## src/design/cb_stop_pkg.sv

```systemverilog
// Constants shared by the balancing stop controller and its helpers.
// Assumes one 50 MHz clock and a 32-bit Avalon-MM register bus.
package cb_stop_pkg;
  localparam int CELLS = 14;
  localparam int EXP_W = 10;
  localparam int DATA_W = 32;
  localparam int ADDR_W = 8;
  localparam int PER_W = 6;

  // Register byte offsets
  localparam logic [7:0] OFS_CTRL = 8'h00;
  localparam logic [7:0] OFS_CAL = 8'h04;
  localparam logic [7:0] OFS_GRP_EXP = 8'h08;
  localparam logic [7:0] OFS_SWEN = 8'h0c;
  localparam logic [7:0] OFS_DATA = 8'h10;
  localparam logic [7:0] OFS_STATUS = 8'h14;
  localparam logic [7:0] OFS_TIMER = 8'h18;
  localparam logic [7:0] OFS_UV = 8'h1c;
  localparam logic [1:0] CELL_EXP_PAGE = 2'h1;

  // Control, data and status register fields
  localparam int MODE_LSB = 0;
  localparam int MEAS_LSB = 4;
  localparam int TEMP_BIT = 8;
  localparam int APPLY_BIT = 9;
  localparam int PAUSE_BIT = 10;
  localparam int HOLD_LSB = 12;
  localparam int COPY_BIT = 0;
  localparam int AUTO_BIT = 2;
  localparam int GROUP_BIT = 1;
  localparam int STAT_DONE = 2;
  localparam int STAT_CAL = 3;
  localparam int STAT_TEMP = 4;

  localparam logic [2:0] MODE_OFF = 3'h0;
  localparam logic [2:0] MODE_DISCH = 3'h1;
  localparam logic [1:0] MODE_MANUAL = 2'h1;
  localparam logic [1:0] MEAS_UV = 2'h3;
  localparam logic [1:0] ST_IDLE = 2'h0;
  localparam logic [1:0] ST_RUN = 2'h1;
  localparam logic [1:0] ST_NORMAL = 2'h2;
  localparam logic [1:0] ST_ABNORMAL = 2'h3;
  localparam logic [1:0] HOLD_TIMER = 2'h1;
  localparam logic [1:0] HOLD_EXT = 2'h2;
  localparam logic [1:0] HOLD_WRITE = 2'h3;
  localparam logic [EXP_W-1:0] EXP_INFINITE = 10'h3ff;
  localparam logic [DATA_W-1:0] REG_RST = 32'h0;

  // Timer tick and post-expiry hold, in their own units
  localparam int CLK_HZ = 50_000_000;
  localparam int TICK_TIME_MS = 1000;
  localparam int TICK_CYCLES = CLK_HZ / 1000 * TICK_TIME_MS;
  localparam int HOLD_EXT_TIME_S = 300;
  localparam int HOLD_EXT_TICKS = HOLD_EXT_TIME_S * 1000 / TICK_TIME_MS;

  // Measurement cycles per calibration for each interval selection
  function automatic logic [PER_W-1:0] cal_period(input logic [2:0] sel);
    case (sel)
      3'h1: cal_period = 6'h02;
      3'h2: cal_period = 6'h04;
      3'h3: cal_period = 6'h08;
      3'h4: cal_period = 6'h0c;
      3'h5: cal_period = 6'h10;
      3'h6: cal_period = 6'h18;
      3'h7: cal_period = 6'h20;
      default: cal_period = 6'h00;
    endcase
  endfunction
endpackage

```

## src/design/cal_interval_sched.sv

```systemverilog
// Decides whether the next balancing operation is a calibration.
// Assumes op_done_i pulses once per finished operation, same clock.
`timescale 1ns/1ns
module cal_interval_sched (
  input wire logic ref_clk_i, // System clock
  input wire logic resetn_i, // Async reset, active low
  input wire logic restart_i, // New balancing run
  input wire logic enable_i, // Embedded measurements requested
  input wire logic [2:0] sel_i, // Calibration interval selection
  input wire logic op_done_i, // Operation finished
  input wire logic op_was_cal_i, // Finished operation was a calibration
  output logic cal_next_o // Next operation is a calibration
);
  logic first_reg;
  logic [cb_stop_pkg::PER_W-1:0] cnt_reg;
  logic [cb_stop_pkg::PER_W-1:0] period;

  assign period = cb_stop_pkg::cal_period(sel_i);

  // Zero selection or no measurements means never calibrate
  assign cal_next_o = enable_i && (period != '0) &&
    (first_reg || (cnt_reg >= period - 6'h01));

  // Count measurements since the last calibration
  always_ff @(posedge ref_clk_i or negedge resetn_i) begin
    if (!resetn_i) begin
      first_reg <= 1'b1;
      cnt_reg <= '0;
    end else if (restart_i) begin
      first_reg <= 1'b1;
      cnt_reg <= '0;
    end else if (op_done_i) begin
      if (op_was_cal_i) begin
        first_reg <= 1'b0;
        cnt_reg <= '0;
      end else if (cnt_reg != '1) begin
        cnt_reg <= cnt_reg + 6'h01;
      end
    end
  end
endmodule

```

## src/design/cell_uv_tracker.sv

```systemverilog
// Per-cell sticky flags for cells that reached the undervoltage limit.
// Assumes check_i pulses with a valid per-cell comparison result.
`timescale 1ns/1ns
module cell_uv_tracker #(
  parameter int CELLS = cb_stop_pkg::CELLS
) (
  input wire logic ref_clk_i, // System clock
  input wire logic resetn_i, // Async reset, active low
  input wire logic clear_i, // Mode write clears all flags
  input wire logic check_i, // Comparison result valid
  input wire logic [CELLS-1:0] below_i, // Cell under limit
  input wire logic [CELLS-1:0] mask_i, // Enabled cells
  output logic [CELLS-1:0] reached_o // Cell reached limit
);
  // One flag per cell; a set in the clearing cycle still lands
  for (genvar n = 0; n < CELLS; n++) begin : g_cell
    always_ff @(posedge ref_clk_i or negedge resetn_i) begin
      if (!resetn_i) begin
        reached_o[n] <= 1'b0;
      end else if (check_i && below_i[n] && mask_i[n]) begin
        reached_o[n] <= 1'b1;
      end else if (clear_i) begin
        reached_o[n] <= 1'b0;
      end
    end
  end
endmodule

```

## src/design/cell_balance_cal_stop_ctrl.sv

```systemverilog
// Balancing calibration scheduling, fault reaction and stop control.
// Assumes the ADC engine, cell comparators and die-temperature alarm
// run on ref_clk_i; registers are reached over Avalon-MM.
// Operation
// - Interval ignored unless measurements requested
// - Zero interval means no calibrations
// - First operation becomes a calibration
// - Then one calibration every N cycles
// - Check range alert after each operation
// - Range alert sets fault, halts balancing
// - After fault skip all later cycles
// - Timer and hold continue after fault
// - Copy strobe moves filter results always
// - Copy deferred until running operation ends
// - Copy strobe self-clears, reads zero
// - Mode zero aborts, other mode restarts
// - Per-cell stop at undervoltage limit
// - Thermal fault halts discharge and automated runs when exit enabled
// - Calibration fault halts discharge and automated runs with measurements and apply on
// - Manual mode pauses switches during operations
// - Timer stops at group or largest expiry
// - Timer runs full time after stops
// - Expiry gives normal code and done
// - Faults abnormal, expiry or threshold normal
// - Stops keep mode; first cause reported
// - Mode zero clears undervoltage flags
// - Both measurement bits add threshold checks in automated modes
`timescale 1ns/1ns
module cell_balance_cal_stop_ctrl #(
  parameter int TICK_CYCLES = cb_stop_pkg::TICK_CYCLES,
  parameter int HOLD_EXT_TICKS = cb_stop_pkg::HOLD_EXT_TICKS
) (
  input wire logic ref_clk_i, // 50 MHz clock
  input wire logic resetn_i, // Async reset, active low
  input wire logic [7:0] avs_address_i, // Byte address
  input wire logic avs_read_i, // Read request
  input wire logic avs_write_i, // Write request
  input wire logic [31:0] avs_writedata_i, // Write data
  input wire logic [3:0] avs_byteenable_i, // Byte lanes
  output logic [31:0] avs_readdata_o, // Read data
  output logic avs_waitrequest_o, // Stall
  output logic op_start_o, // Start ADC or calibration
  output logic op_is_cal_o, // Started operation is a calibration
  input wire logic op_done_i, // Operation finished pulse
  input wire logic cal_range_alert_i, // Calibration out of range
  input wire logic [13:0] cell_below_uv_i, // Per-cell under limit
  input wire logic thermal_fault_i, // Die overtemperature
  output logic [13:0] switch_on_o, // Balancing switch drive
  output logic iir_copy_o, // Copy filter results to cell data
  output logic shutdown_hold_o // Keep shutdown pin pulled up
);
  localparam int CELLS = cb_stop_pkg::CELLS;
  localparam int EXP_W = cb_stop_pkg::EXP_W;

  // Refuse settings the counters cannot serve
  if (TICK_CYCLES < 1 || HOLD_EXT_TICKS < 1 || HOLD_EXT_TICKS > 65535 ||
      CELLS != 14) begin : g_bad_param
    $error("cell_balance_cal_stop_ctrl: unsupported parameter");
  end

  typedef enum {OP_IDLE, OP_BUSY} op_state_e;

  // Merge write data into a register through the byte enables
  function automatic logic [31:0] merge(input logic [31:0] old,
                                        input logic [31:0] wd,
                                        input logic [3:0] be);
    merge = old;
    for (int b = 0; b < 4; b++) begin
      if (be[b]) begin
        merge[8*b +: 8] = wd[8*b +: 8];
      end
    end
  endfunction

  logic ack_reg;
  logic req;
  logic do_wr;
  logic ctrl_wr;
  logic [31:0] ctrl_reg;
  logic [31:0] ctrl_new;
  logic [2:0] cal_sel_reg;
  logic [EXP_W-1:0] grp_exp_reg;
  logic [CELLS-1:0] swen_reg;
  logic [EXP_W-1:0] cell_exp_reg [CELLS];
  logic [1:0] state_reg;
  logic done_reg;
  logic cal_flt_reg;
  logic temp_flt_reg;
  logic [EXP_W-1:0] elapsed_reg;
  logic timing_reg;
  logic [31:0] tick_cnt_reg;
  logic tick;
  logic [15:0] ext_cnt_reg;
  logic copy_pend_reg;
  op_state_e op_state_reg;
  logic [CELLS-1:0] uv_reached;
  logic cal_next;
  logic [2:0] mode;
  logic [1:0] meas_en;
  logic [1:0] hold_sel;
  logic auto_md;
  logic manual_md;
  logic am_md;
  logic meas_req;
  logic running;
  logic [EXP_W-1:0] max_cell_exp;
  logic [EXP_W-1:0] limit;
  logic expire;
  logic op_fin;
  logic uv_check;
  logic cal_fault;
  logic temp_fault;
  logic all_reached;
  logic [15:0] ext_len;

  assign mode = ctrl_reg[cb_stop_pkg::MODE_LSB +: 3];
  assign meas_en = ctrl_reg[cb_stop_pkg::MEAS_LSB +: 2];
  assign hold_sel = ctrl_reg[cb_stop_pkg::HOLD_LSB +: 2];
  assign auto_md = mode[cb_stop_pkg::AUTO_BIT];
  assign manual_md = (mode[2:1] == cb_stop_pkg::MODE_MANUAL);
  assign am_md = auto_md || (mode == cb_stop_pkg::MODE_DISCH);
  // Embedded measurements only when the upper enable bit is set
  assign meas_req = meas_en[1];
  assign running = (state_reg == cb_stop_pkg::ST_RUN);

  // Bus handshake: one wait cycle, then the access takes effect
  assign req = avs_read_i || avs_write_i;
  assign avs_waitrequest_o = req && !ack_reg;
  assign do_wr = avs_write_i && ack_reg;
  assign ctrl_wr = do_wr && (avs_address_i == cb_stop_pkg::OFS_CTRL);
  assign ctrl_new = merge(ctrl_reg, avs_writedata_i, avs_byteenable_i);

  always_ff @(posedge ref_clk_i or negedge resetn_i) begin
    if (!resetn_i) begin
      ack_reg <= 1'b0;
    end else begin
      ack_reg <= req && !ack_reg;
    end
  end

  // Read data captured while the bus waits, stands at the release edge
  always_ff @(posedge ref_clk_i or negedge resetn_i) begin
    if (!resetn_i) begin
      avs_readdata_o <= cb_stop_pkg::REG_RST;
    end else if (avs_read_i && !ack_reg) begin
      avs_readdata_o <= '0;
      case (avs_address_i)
        cb_stop_pkg::OFS_CTRL: avs_readdata_o <= ctrl_reg;
        cb_stop_pkg::OFS_CAL: avs_readdata_o[2:0] <= cal_sel_reg;
        cb_stop_pkg::OFS_GRP_EXP:
          avs_readdata_o[EXP_W-1:0] <= grp_exp_reg;
        cb_stop_pkg::OFS_SWEN: avs_readdata_o[CELLS-1:0] <= swen_reg;
        cb_stop_pkg::OFS_DATA: avs_readdata_o <= '0;
        cb_stop_pkg::OFS_STATUS: begin
          avs_readdata_o[1:0] <= state_reg;
          avs_readdata_o[cb_stop_pkg::STAT_DONE] <= done_reg;
          avs_readdata_o[cb_stop_pkg::STAT_CAL] <= cal_flt_reg;
          avs_readdata_o[cb_stop_pkg::STAT_TEMP] <= temp_flt_reg;
        end
        cb_stop_pkg::OFS_TIMER:
          avs_readdata_o[EXP_W-1:0] <= elapsed_reg;
        cb_stop_pkg::OFS_UV: avs_readdata_o[CELLS-1:0] <= uv_reached;
        default: begin
          if (avs_address_i[7:6] == cb_stop_pkg::CELL_EXP_PAGE &&
              avs_address_i[5:2] < 4'(CELLS)) begin
            avs_readdata_o[EXP_W-1:0] <= cell_exp_reg[avs_address_i[5:2]];
          end
        end
      endcase
    end
  end

  // Software-written configuration; unmapped writes are dropped
  always_ff @(posedge ref_clk_i or negedge resetn_i) begin
    if (!resetn_i) begin
      ctrl_reg <= cb_stop_pkg::REG_RST;
      cal_sel_reg <= '0;
      grp_exp_reg <= '0;
      swen_reg <= '0;
      for (int n = 0; n < CELLS; n++) begin
        cell_exp_reg[n] <= '0;
      end
    end else if (do_wr) begin
      case (avs_address_i)
        cb_stop_pkg::OFS_CTRL: ctrl_reg <= ctrl_new;
        cb_stop_pkg::OFS_CAL: cal_sel_reg <= avs_byteenable_i[0] ?
          avs_writedata_i[2:0] : cal_sel_reg;
        cb_stop_pkg::OFS_GRP_EXP: grp_exp_reg <= EXP_W'(merge(
          32'(grp_exp_reg), avs_writedata_i, avs_byteenable_i));
        cb_stop_pkg::OFS_SWEN: swen_reg <= CELLS'(merge(
          32'(swen_reg), avs_writedata_i, avs_byteenable_i));
        default: begin
          if (avs_address_i[7:6] == cb_stop_pkg::CELL_EXP_PAGE &&
              avs_address_i[5:2] < 4'(CELLS)) begin
            cell_exp_reg[avs_address_i[5:2]] <= EXP_W'(merge(
              32'(cell_exp_reg[avs_address_i[5:2]]), avs_writedata_i,
              avs_byteenable_i));
          end
        end
      endcase
    end
  end

  // Governing expiry: group value, or largest per-cell value
  always_comb begin
    max_cell_exp = '0;
    for (int n = 0; n < CELLS; n++) begin
      if (cell_exp_reg[n] > max_cell_exp) begin
        max_cell_exp = cell_exp_reg[n];
      end
    end
  end
  assign limit = (auto_md && !mode[cb_stop_pkg::GROUP_BIT]) ?
    max_cell_exp : grp_exp_reg;

  // Timer tick divider; a long count, shortened in simulation
  always_ff @(posedge ref_clk_i or negedge resetn_i) begin
    if (!resetn_i) begin
      tick_cnt_reg <= '0;
    end else if (ctrl_wr || tick_cnt_reg == 32'(TICK_CYCLES - 1)) begin
      tick_cnt_reg <= '0;
    end else begin
      tick_cnt_reg <= tick_cnt_reg + 32'h1;
    end
  end
  assign tick = (tick_cnt_reg == 32'(TICK_CYCLES - 1)) && !ctrl_wr;

  // Elapsed timer ignores switch masks and earlier stops
  assign expire = timing_reg && (elapsed_reg == limit) &&
    (limit != cb_stop_pkg::EXP_INFINITE);
  always_ff @(posedge ref_clk_i or negedge resetn_i) begin
    if (!resetn_i) begin
      elapsed_reg <= '0;
      timing_reg <= 1'b0;
    end else if (ctrl_wr) begin
      elapsed_reg <= '0;
      timing_reg <= (ctrl_new[2:0] != cb_stop_pkg::MODE_OFF);
    end else if (expire) begin
      timing_reg <= 1'b0;
    end else if (timing_reg && tick && elapsed_reg != limit) begin
      elapsed_reg <= elapsed_reg + 10'h001;
    end
  end

  // Stop conditions seen this cycle
  assign op_fin = op_done_i && (op_state_reg == OP_BUSY);
  assign uv_check = op_fin && running && !op_is_cal_o && auto_md &&
    (meas_en == cb_stop_pkg::MEAS_UV);
  assign cal_fault = op_fin && running && am_md && meas_req &&
    ctrl_reg[cb_stop_pkg::APPLY_BIT] && cal_range_alert_i;
  assign temp_fault = running && am_md && thermal_fault_i &&
    ctrl_reg[cb_stop_pkg::TEMP_BIT];
  assign all_reached = auto_md && (meas_en == cb_stop_pkg::MEAS_UV) &&
    (swen_reg != '0) && ((uv_reached & swen_reg) == swen_reg);

  // Activity state: first cause to arrive is the one reported
  always_ff @(posedge ref_clk_i or negedge resetn_i) begin
    if (!resetn_i) begin
      state_reg <= cb_stop_pkg::ST_IDLE;
      done_reg <= 1'b0;
      cal_flt_reg <= 1'b0;
      temp_flt_reg <= 1'b0;
    end else if (ctrl_wr) begin
      state_reg <= (ctrl_new[2:0] == cb_stop_pkg::MODE_OFF) ?
        cb_stop_pkg::ST_IDLE : cb_stop_pkg::ST_RUN;
      // An event in the write cycle still lands
      done_reg <= expire;
      cal_flt_reg <= cal_fault;
      temp_flt_reg <= temp_fault;
    end else begin
      if (cal_fault) begin
        cal_flt_reg <= 1'b1;
      end
      if (temp_fault) begin
        temp_flt_reg <= 1'b1;
      end
      if (expire) begin
        done_reg <= 1'b1;
      end
      if (running) begin
        if (cal_fault || temp_fault) begin
          state_reg <= cb_stop_pkg::ST_ABNORMAL;
        end else if (expire || all_reached) begin
          state_reg <= cb_stop_pkg::ST_NORMAL;
        end
      end
    end
  end

  // Operation sequencer: one ADC or calibration per timer tick
  always_ff @(posedge ref_clk_i or negedge resetn_i) begin
    if (!resetn_i) begin
      op_state_reg <= OP_IDLE;
      op_start_o <= 1'b0;
      op_is_cal_o <= 1'b0;
    end else begin
      op_start_o <= 1'b0;
      case (op_state_reg)
        OP_IDLE: begin
          // Halted or finished runs skip every later cycle
          if (!ctrl_wr && running && timing_reg && !expire &&
              (am_md || manual_md) && meas_req && tick) begin
            op_state_reg <= OP_BUSY;
            op_start_o <= 1'b1;
            op_is_cal_o <= cal_next;
          end
        end
        OP_BUSY: begin
          if (op_done_i) begin
            op_state_reg <= OP_IDLE;
          end
        end
        default: op_state_reg <= OP_IDLE;
      endcase
    end
  end

  cal_interval_sched u_sched (
    .ref_clk_i(ref_clk_i),
    .resetn_i(resetn_i),
    .restart_i(ctrl_wr),
    .enable_i(meas_req),
    .sel_i(cal_sel_reg),
    .op_done_i(op_fin),
    .op_was_cal_i(op_is_cal_o),
    .cal_next_o(cal_next)
  );

  cell_uv_tracker #(.CELLS(CELLS)) u_uv (
    .ref_clk_i(ref_clk_i),
    .resetn_i(resetn_i),
    .clear_i(ctrl_wr),
    .check_i(uv_check),
    .below_i(cell_below_uv_i),
    .mask_i(swen_reg),
    .reached_o(uv_reached)
  );

  // Switch drive; halts open the switches on the next edge
  always_ff @(posedge ref_clk_i or negedge resetn_i) begin
    if (!resetn_i) begin
      switch_on_o <= '0;
    end else begin
      for (int n = 0; n < CELLS; n++) begin
        switch_on_o[n] <= running && !ctrl_wr && timing_reg &&
          !expire && !cal_fault && !temp_fault && swen_reg[n] &&
          !uv_reached[n] &&
          !(auto_md && !mode[cb_stop_pkg::GROUP_BIT] &&
            elapsed_reg >= cell_exp_reg[n]) &&
          !(manual_md && ctrl_reg[cb_stop_pkg::PAUSE_BIT] &&
            op_state_reg == OP_BUSY);
      end
    end
  end

  // Filter copy waits for the running operation; set beats clear
  always_ff @(posedge ref_clk_i or negedge resetn_i) begin
    if (!resetn_i) begin
      copy_pend_reg <= 1'b0;
      iir_copy_o <= 1'b0;
    end else begin
      iir_copy_o <= copy_pend_reg && op_state_reg == OP_IDLE;
      if (do_wr && avs_address_i == cb_stop_pkg::OFS_DATA &&
          avs_byteenable_i[0] && avs_writedata_i[cb_stop_pkg::COPY_BIT]) begin
        copy_pend_reg <= 1'b1;
      end else if (op_state_reg == OP_IDLE) begin
        copy_pend_reg <= 1'b0;
      end
    end
  end

  // Post-expiry hold: larger of fixed time and a sixteenth of expiry
  assign ext_len = (16'(limit >> 4) > 16'(HOLD_EXT_TICKS)) ?
    16'(limit >> 4) : 16'(HOLD_EXT_TICKS);
  always_ff @(posedge ref_clk_i or negedge resetn_i) begin
    if (!resetn_i) begin
      ext_cnt_reg <= '0;
    end else if (ctrl_wr) begin
      ext_cnt_reg <= '0;
    end else if (expire) begin
      ext_cnt_reg <= ext_len;
    end else if (tick && ext_cnt_reg != '0) begin
      ext_cnt_reg <= ext_cnt_reg - 16'h1;
    end
  end

  // Hold only in discharge and automated modes, faults included
  always_ff @(posedge ref_clk_i or negedge resetn_i) begin
    if (!resetn_i) begin
      shutdown_hold_o <= 1'b0;
    end else begin
      case (hold_sel)
        cb_stop_pkg::HOLD_TIMER: shutdown_hold_o <= am_md && timing_reg;
        cb_stop_pkg::HOLD_EXT: shutdown_hold_o <= am_md &&
          (timing_reg || ext_cnt_reg != '0 ||
           (state_reg != cb_stop_pkg::ST_IDLE &&
            limit == cb_stop_pkg::EXP_INFINITE));
        cb_stop_pkg::HOLD_WRITE: shutdown_hold_o <= am_md;
        default: shutdown_hold_o <= 1'b0;
      endcase
    end
  end
endmodule

```

## config.mk

```make
export PLATFORM = sky130hd
export DESIGN_NAME = cell_balance_cal_stop_ctrl
export DESIGN_NICKNAME = d
export VERILOG_FILES = /design/src/design/cb_stop_pkg.sv /design/src/design/cal_interval_sched.sv /design/src/design/cell_uv_tracker.sv /design/src/design/cell_balance_cal_stop_ctrl.sv
export SDC_FILE = /design/constraint.sdc
export NUM_CORES = 1
export LEC_CHECK = 0
export ABC_AREA = 1
export BUFFER_PORTS_ARGS = -buffer_cell sky130_fd_sc_hd__buf_4
export CELL_PAD_IN_SITES_DETAIL_PLACEMENT = 0
export CELL_PAD_IN_SITES_GLOBAL_PLACEMENT = 1
export CORE_ASPECT_RATIO = 0.5
export CORE_MARGIN = 2
export CORE_UTILIZATION = 47
export DETAILED_ROUTE_END_ITERATION = 8
export GPL_ROUTABILITY_DRIVEN = 0
export PLACE_DENSITY = 0.78
export SYNTH_ARGS = -nofsm -noshare
export SYNTH_HDL_FRONTEND = slang
export SYNTH_SLANG_ARGS = --single-unit
```

## constraint.sdc

```tcl
create_clock -name ref_clk_i -period 22.9 [get_ports ref_clk_i]
set_input_delay 0 -clock ref_clk_i [delete_from_list [all_inputs] [get_ports ref_clk_i]]
set_output_delay 0 -clock ref_clk_i [all_outputs]
set_load 0.02 [all_outputs]
```

After elaboration in Yosys (flattened, before gate mapping)
Index checks and enable logic that the tools add are counted.

Output and inout bits: 51. Register bits: 368. Logic and storage cells: 464.

Order comparisons: 33. $add $sub $neg: 5. Bitwise gates (word level): 3. Equality and inequality tests: 34. Reductions and logical operators: 244. Mux-type cells: 88.

Operators by type and width (number): $mux 10 (22); $logic_and 1x1->1 (145); $bwmux 140 (1); $ge 10x10->1 (14); $gt 10x10->1 (13); $mux 32 (3); $logic_not 32->1 (2); $pmux 32 s2 (1); $mux 16 (3); $reduce_bool 2->1 (23); $pmux 6 s7 (1); $bmux 10 s4 (1); $demux 10 s4 (1); $logic_not 1->1 (36); $add 32x1->32 const B (1); $eq 32x1->1 const B (1); $eq 32x2->1 const B (1); $eq 32x26->1 const B (1); $eq 8x5->1 const B (4); $mux 8 (4); $mux 1 (31); $pmux 5 s6 (1); $reduce_and 3->1 (10); $mux 6 (4); other kinds (46) (83).

Longest topological paths before layout
Depth after elaboration: 40. Gate-level depth with buffers: 189. Gate-level depth less buffers: 172.

Hierarchy
A second synthesis with hierarchy kept.

Cell total of the unflattened synthesis: 3246. Area total of the unflattened synthesis: 25175.4 µm².

By module, submodules not included: cell_balance_cal_stop_ctrl (seq. area each 7907.6 µm², area each 23986.8 µm², instances 1, cells each 3095); cal_interval_sched (seq. area each 176.4 µm², area each 640.6 µm², instances 1, cells each 92); cell_uv_tracker (seq. area each 350.3 µm², area each 548.0 µm², instances 1, cells each 59).

Worst setup path before layout
No wires, ideal clock.

Kind: reg-to-reg. Start: register cell_exp_reg[134] (netlist bit). End: register switch_on_o[2]. Stages on the path, launching flop included: 187. Arrival: 18.876 ns. Path slack: 3.901 ns. Required time: 22.777 ns. Clock period less this slack: 18.999 ns. Setup time: 0.123 ns. Cells stage by stage: dfrtp_1 > inv_1 > ha_1 > nand2_1 > nor2_1 > nand3_1 > nand3_2 > nand2_2 > buf_4 > nand2_1 > o21ai_0 > ha_1 > nand4_1 > inv_1 > o21ai_0 > nor2_1 > nor2_1 > nand2_2 > [... 151 more ...] > nor3_1 > o21ai_0 > o2111ai_1 > nand2_1 > clkbuf_1 > o21ai_0 > inv_1 > nand2_2 > nand2_1 > nand2_1 > nand2_1 > nor2_2 > nand3_1 > nor2_4 > nand3_2 > nand3_4 > buf_12 > nor2_1.

Cells in the longest elaborated chain, start to end: 40. Elaborated cells between the ends (all ways): 41.

RTL lines: start, declared (RTL line cell_balance_cal_stop_ctrl.sv:84) `logic [EXP_W-1:0] cell_exp_reg [CELLS];`; start signal, assigned by index (RTL line cell_balance_cal_stop_ctrl.sv:195) `cell_exp_reg[avs_address_i[5:2]] <= EXP_W'(merge(`; $gt 10x1->1 (RTL line cell_balance_cal_stop_ctrl.sv:208) `if (cell_exp_reg[n] > max_cell_exp) begin`; $mux 10 (*) (RTL line cell_balance_cal_stop_ctrl.sv:208); $gt 10x10->1 (RTL line cell_balance_cal_stop_ctrl.sv:208); $mux 10 (*) (RTL line cell_balance_cal_stop_ctrl.sv:208); $gt 10x10->1 (RTL line cell_balance_cal_stop_ctrl.sv:208); $mux 10 (*) (RTL line cell_balance_cal_stop_ctrl.sv:208); $gt 10x10->1 (RTL line cell_balance_cal_stop_ctrl.sv:208); $mux 10 (*) (RTL line cell_balance_cal_stop_ctrl.sv:208); [... 21 more ...]; $eq 10x10->1 (RTL line cell_balance_cal_stop_ctrl.sv:229) `assign expire = timing_reg && (elapsed_reg == limit) &&`; $logic_and 1x1->1 (RTL line cell_balance_cal_stop_ctrl.sv:229); $logic_and 1x1->1 (*) (RTL line cell_balance_cal_stop_ctrl.sv:229); $logic_not 1->1 (*) (RTL line cell_balance_cal_stop_ctrl.sv:346) `!expire && !cal_fault && !temp_fault && swen_reg[n] &&`; $logic_and 1x1->1 (*) (RTL line cell_balance_cal_stop_ctrl.sv:345) `switch_on_o[n] <= running && !ctrl_wr && timing_reg &&`; $logic_and 1x1->1 (*) (4 in series) (RTL line cell_balance_cal_stop_ctrl.sv:346); $logic_and 1x1->1 (*) (RTL line cell_balance_cal_stop_ctrl.sv:347) `!uv_reached[n] &&`; $logic_and 1x1->1 (*) (RTL line cell_balance_cal_stop_ctrl.sv:349) `elapsed_reg >= cell_exp_reg[n]) &&`; end signal, assigned by index (RTL line cell_balance_cal_stop_ctrl.sv:345); end, declared (RTL line cell_balance_cal_stop_ctrl.sv:48) `output logic [13:0] switch_on_o,`.

Every way passes the cells marked *; elsewhere a longest branch is shown, timed or not. A chain may end at the register's enable or synchronous reset.

Final worst setup path
Start: register cell_exp_reg[135] (netlist bit). End: register elapsed_reg[1].

Cells in the longest elaborated chain, start to end: 34. Elaborated cells between the ends (all ways): 38.

RTL lines: $gt 10x1->1 (RTL line cell_balance_cal_stop_ctrl.sv:208); $mux 10 (*) (RTL line cell_balance_cal_stop_ctrl.sv:208); $gt 10x10->1 (RTL line cell_balance_cal_stop_ctrl.sv:208); $mux 10 (*) (RTL line cell_balance_cal_stop_ctrl.sv:208); $gt 10x10->1 (RTL line cell_balance_cal_stop_ctrl.sv:208); $mux 10 (*) (RTL line cell_balance_cal_stop_ctrl.sv:208); $gt 10x10->1 (RTL line cell_balance_cal_stop_ctrl.sv:208); $mux 10 (*) (RTL line cell_balance_cal_stop_ctrl.sv:208); [... 17 more ...]; $mux 10 (*) (RTL line cell_balance_cal_stop_ctrl.sv:208); $gt 10x10->1 (RTL line cell_balance_cal_stop_ctrl.sv:208); $mux 10 (*) (RTL line cell_balance_cal_stop_ctrl.sv:208); $mux 10 (*) (RTL line cell_balance_cal_stop_ctrl.sv:213) `assign limit = (auto_md && !mode[cb_stop_pkg::GROUP_BIT]) ?`; $eq 10x10->1 (RTL line cell_balance_cal_stop_ctrl.sv:229); $logic_and 1x1->1 (2 in series) (RTL line cell_balance_cal_stop_ctrl.sv:229); $ne 2x2->1 (no source line); $reduce_and 2->1 (no source line) (*); end signal, assigned (RTL line cell_balance_cal_stop_ctrl.sv:241) `elapsed_reg <= elapsed_reg + 10'h001;`; end, declared (RTL line cell_balance_cal_stop_ctrl.sv:89) `logic [EXP_W-1:0] elapsed_reg;`.

Marked as above.

==> results.toml <==
[drt]
routedWlPerCell_um = 20.21
drt_iter0_markers = 2145
drc = 0
wirelength_um = 82260
antenna_left = 0
drt_pass1_iterations = 7
route.vias.total = 22660
via_per_inst = 5.567

[min_path]
whs_path_depth = 3
hp-class = "in2reg"

[sta]
tightest_slew_ns = 1.112
clock_skew_ns = 0.03560
fin_crit_sh_pct = 89.20
period_minus_slack_ns = 20.43
fmax_mhz = 48.95
slew-limit-headroom_pct = 25.32
hold_slack_ns = 0.03438
drv_slew = 0
setup_viol = 0
hold_violations = 0

[critical_path]
critPathCaptureType = "flip-flop"
slowest_stage = "dfrtp_1"
cp.depth = 155
crit_top_cell = "nand2_1"
start_kind = "flip-flop"
crit_buf_inv = 20
crit_family = "simple AND/OR/NAND/NOR gates"
worstPathRequired_ns = 23.40
cp.arrival_ns = 20.93
path_class = "reg2reg"
max_stage_delay_ns = 0.41
rr_worst_depth = 155
cp_max_fo = 20

[synthesis]
synth-edff-count = 0
synth.avg_cell_area_um2 = 7.782
synth.top_cells.by_area = "dfrtp_1 (34%), ha_1 (13%), nand2_1 (9.6%)"
yosysSeqAreaShare_pct = 34.04
syn_nets = 3514
netlist-cell-type-count = 67
synthFlopType = "dfrtp_1"
synthArstFlopShare_pct = 100.0
netlist_area_mm2 = 0.02478
netlist.top_cell.by_area = "dfrtp_1"
yosysTopAreaCellShare_pct = 33.93
ys_seq_elements = 337
ys_warn_count = 0
synthCells = 3184

[die]
die_area_mm2 = 0.05469
io_pins = 116
die_x_um = 328.7
die_y_um = 166.4
initial_utilization_pct = 47.61
rows = 59
core_area_mm2 = 0.05204

[cells_and_area]
nFillCells = 4990
largest_reg_flops = 140
drive_gt1_share_pct = 13.48
post-route-cell-area_mm2 = 0.02829
diodes = 0
syn_to_final_growth_pct = 14.19
nets = 3672

[cts]
clkTransAtPathRegs_ns = 0.07
cts_buffers = 36
clock_sinks = 337
htree_levels = 2
clockBufferDepth = 3
cts-root-buf = "clkbuf_16"
cts_tree = "done"
insertion_delay_ns = 0.59

[grt]
grt_max_degree = 161
first_global_vias = 21600
grt_pass1_wl_um = 127200
antenna_found_initial = 0
globalRouteOverflowTotal = 0
grt_usage_pct = 30.15

[job]
maxCapViolCount = 0

[placement]
portBuffers = 115
placed_cell_area_mm2 = 0.02623
dpl.hpwl_um = 61140

[outcome]
status = "complete, no violations"
==> cell usage in the layout (no fill, tap or decap), drive strengths merged, types with 47 or more instances in the layout <==
master,instances
nand3,194
inv,464
nand2,721
nor2,217
clkbuf,47
a21oi,66
o22ai,49
o21ai,375
dlygate4sd3,56
ha,265
nand4,50
dfrtp,336
o21a,95
buf,158
==> synthesized netlist by cell type, types with 7 or more instances <==
| library cell | number |
|---|---|
| a211oi_1 | 15 |
| a21boi_0 | 17 |
| a21oi_1 | 65 |
| a221oi_1 | 15 |
| a22oi_1 | 12 |
| a32o_1 | 7 |
| buf_4 | 7 |
| buf_6 | 19 |
| clkbuf_1 | 66 |
| dfrtp_1 | 336 |
| ha_1 | 265 |
| inv_1 | 449 |
| inv_2 | 11 |
| mux2_2 | 16 |
| nand2_1 | 635 |
| nand2_2 | 67 |
| nand2_4 | 17 |
| nand3_1 | 140 |
| nand3_2 | 52 |
| nand4_1 | 46 |
| nor2_1 | 179 |
| nor2_2 | 34 |
| nor3_1 | 43 |
| nor4_1 | 15 |
| o211ai_1 | 14 |
| o21a_1 | 95 |
| o21ai_0 | 367 |
| o21bai_1 | 19 |
| o221ai_1 | 18 |
| o22ai_1 | 49 |
| xnor2_1 | 9 |
| xor2_1 | 15 |
==> worst paths after layout <==
kind                                      from                to  slack, ns
setup / recovery             cell_exp_reg[135]    elapsed_reg[1]       2.47
max in group asynchronous             resetn_i  cell_exp_reg[40]      21.20
hold / removal             avs_byteenable_i[3]      ctrl_reg[30]       0.03
min in group asynchronous             resetn_i  tick_cnt_reg[12]       0.06
setup reg to reg             cell_exp_reg[135]    elapsed_reg[1]       2.47
hold reg to reg                tick_cnt_reg[0]   tick_cnt_reg[0]       0.46
==> cells by family (layout without fill, tap and decap cells) <==
group / count (synthesis) / after routing / synth area share [%]
AND/OR/NAND/NOR: 1252 / 1255 / 23.86
AO/OA/AOI/OAI: 727 / 727 / 17.72
buffers and inverters: 563 / 745 / 9.427
flip-flops: 337 / 337 / 34.04
adder cells (fa/ha/maj): 265 / 265 / 13.38
XOR/XNOR: 24 / 24 / 0.8483
multiplexers: 16 / 16 / 0.7271
==> worst register-to-register path: cells and delay by family (launching register included) <==
kind / cells / cell delay [ns]
AOI/OAI and AO/OA: 19 / 2.88
adders and majority gates: 13 / 4.31
and+or+nand+nor: 103 / 11.25
buffers and inverters: 20 / 1.48
DFF: 1 / 0.41
==> metrics by stage <==
| stage | util [%] | TNS, ns | cells | worst slack [ns] |
|---|---|---|---|---|
| 5_1_grt | 54.37 | -0.002952 | 4070 | -0.002952 |
| 3_3_place_gp | 50.39 | 0 | 3937 | 0.9762 |
| 2_1_floorplan | - | 0 | 3184 | 3.901 |
| 4_1_cts | 53.99 | 0 | 4058 | 0.1457 |
| 6_report | 54.37 | 0 | 4070 | 2.472 |
| 3_5_place_dp | 50.39 | 0 | 3937 | 0.2472 |
==> cell type report <==
cell class	instances	area, um^2	area share, %
tap	701	877.1	3.100
multi-input combinational	2287	14150	50.00
timing repair buffer	214	1767	6.244
timing repair inverter	1	7.507	0.02653
clock buffer	47	1023	3.617
inverter	465	1749	6.182
sequential	337	8434	29.81
clock inverter	18	287.8	1.017
==> per-layer routing <==
layer,track usage (%),vias to the layer above,routed length (um),share of wire [%]
met5,0.6087,-,43,0.052
met1,43.27,10670,38050,46
met2,45.24,780,35010,43
li1,-,11030,-,-
met3,5.590,179,6027,7.3
met4,10.72,2,3133,3.8
==> repair_timing <==
action / 4_1_cts / 5_1_grt
endpoints found under the hold margin: 203 / 0
gates resized for setup: 0 / 31
setup buffers: 0 / 8
endpoints found under the setup margin: 0 / 48
hold buffers: 56 / 0
Power is left out: the tool's default activity adds up to more than one toggle a clock period on the data nets, which glitch-free logic cannot reach.
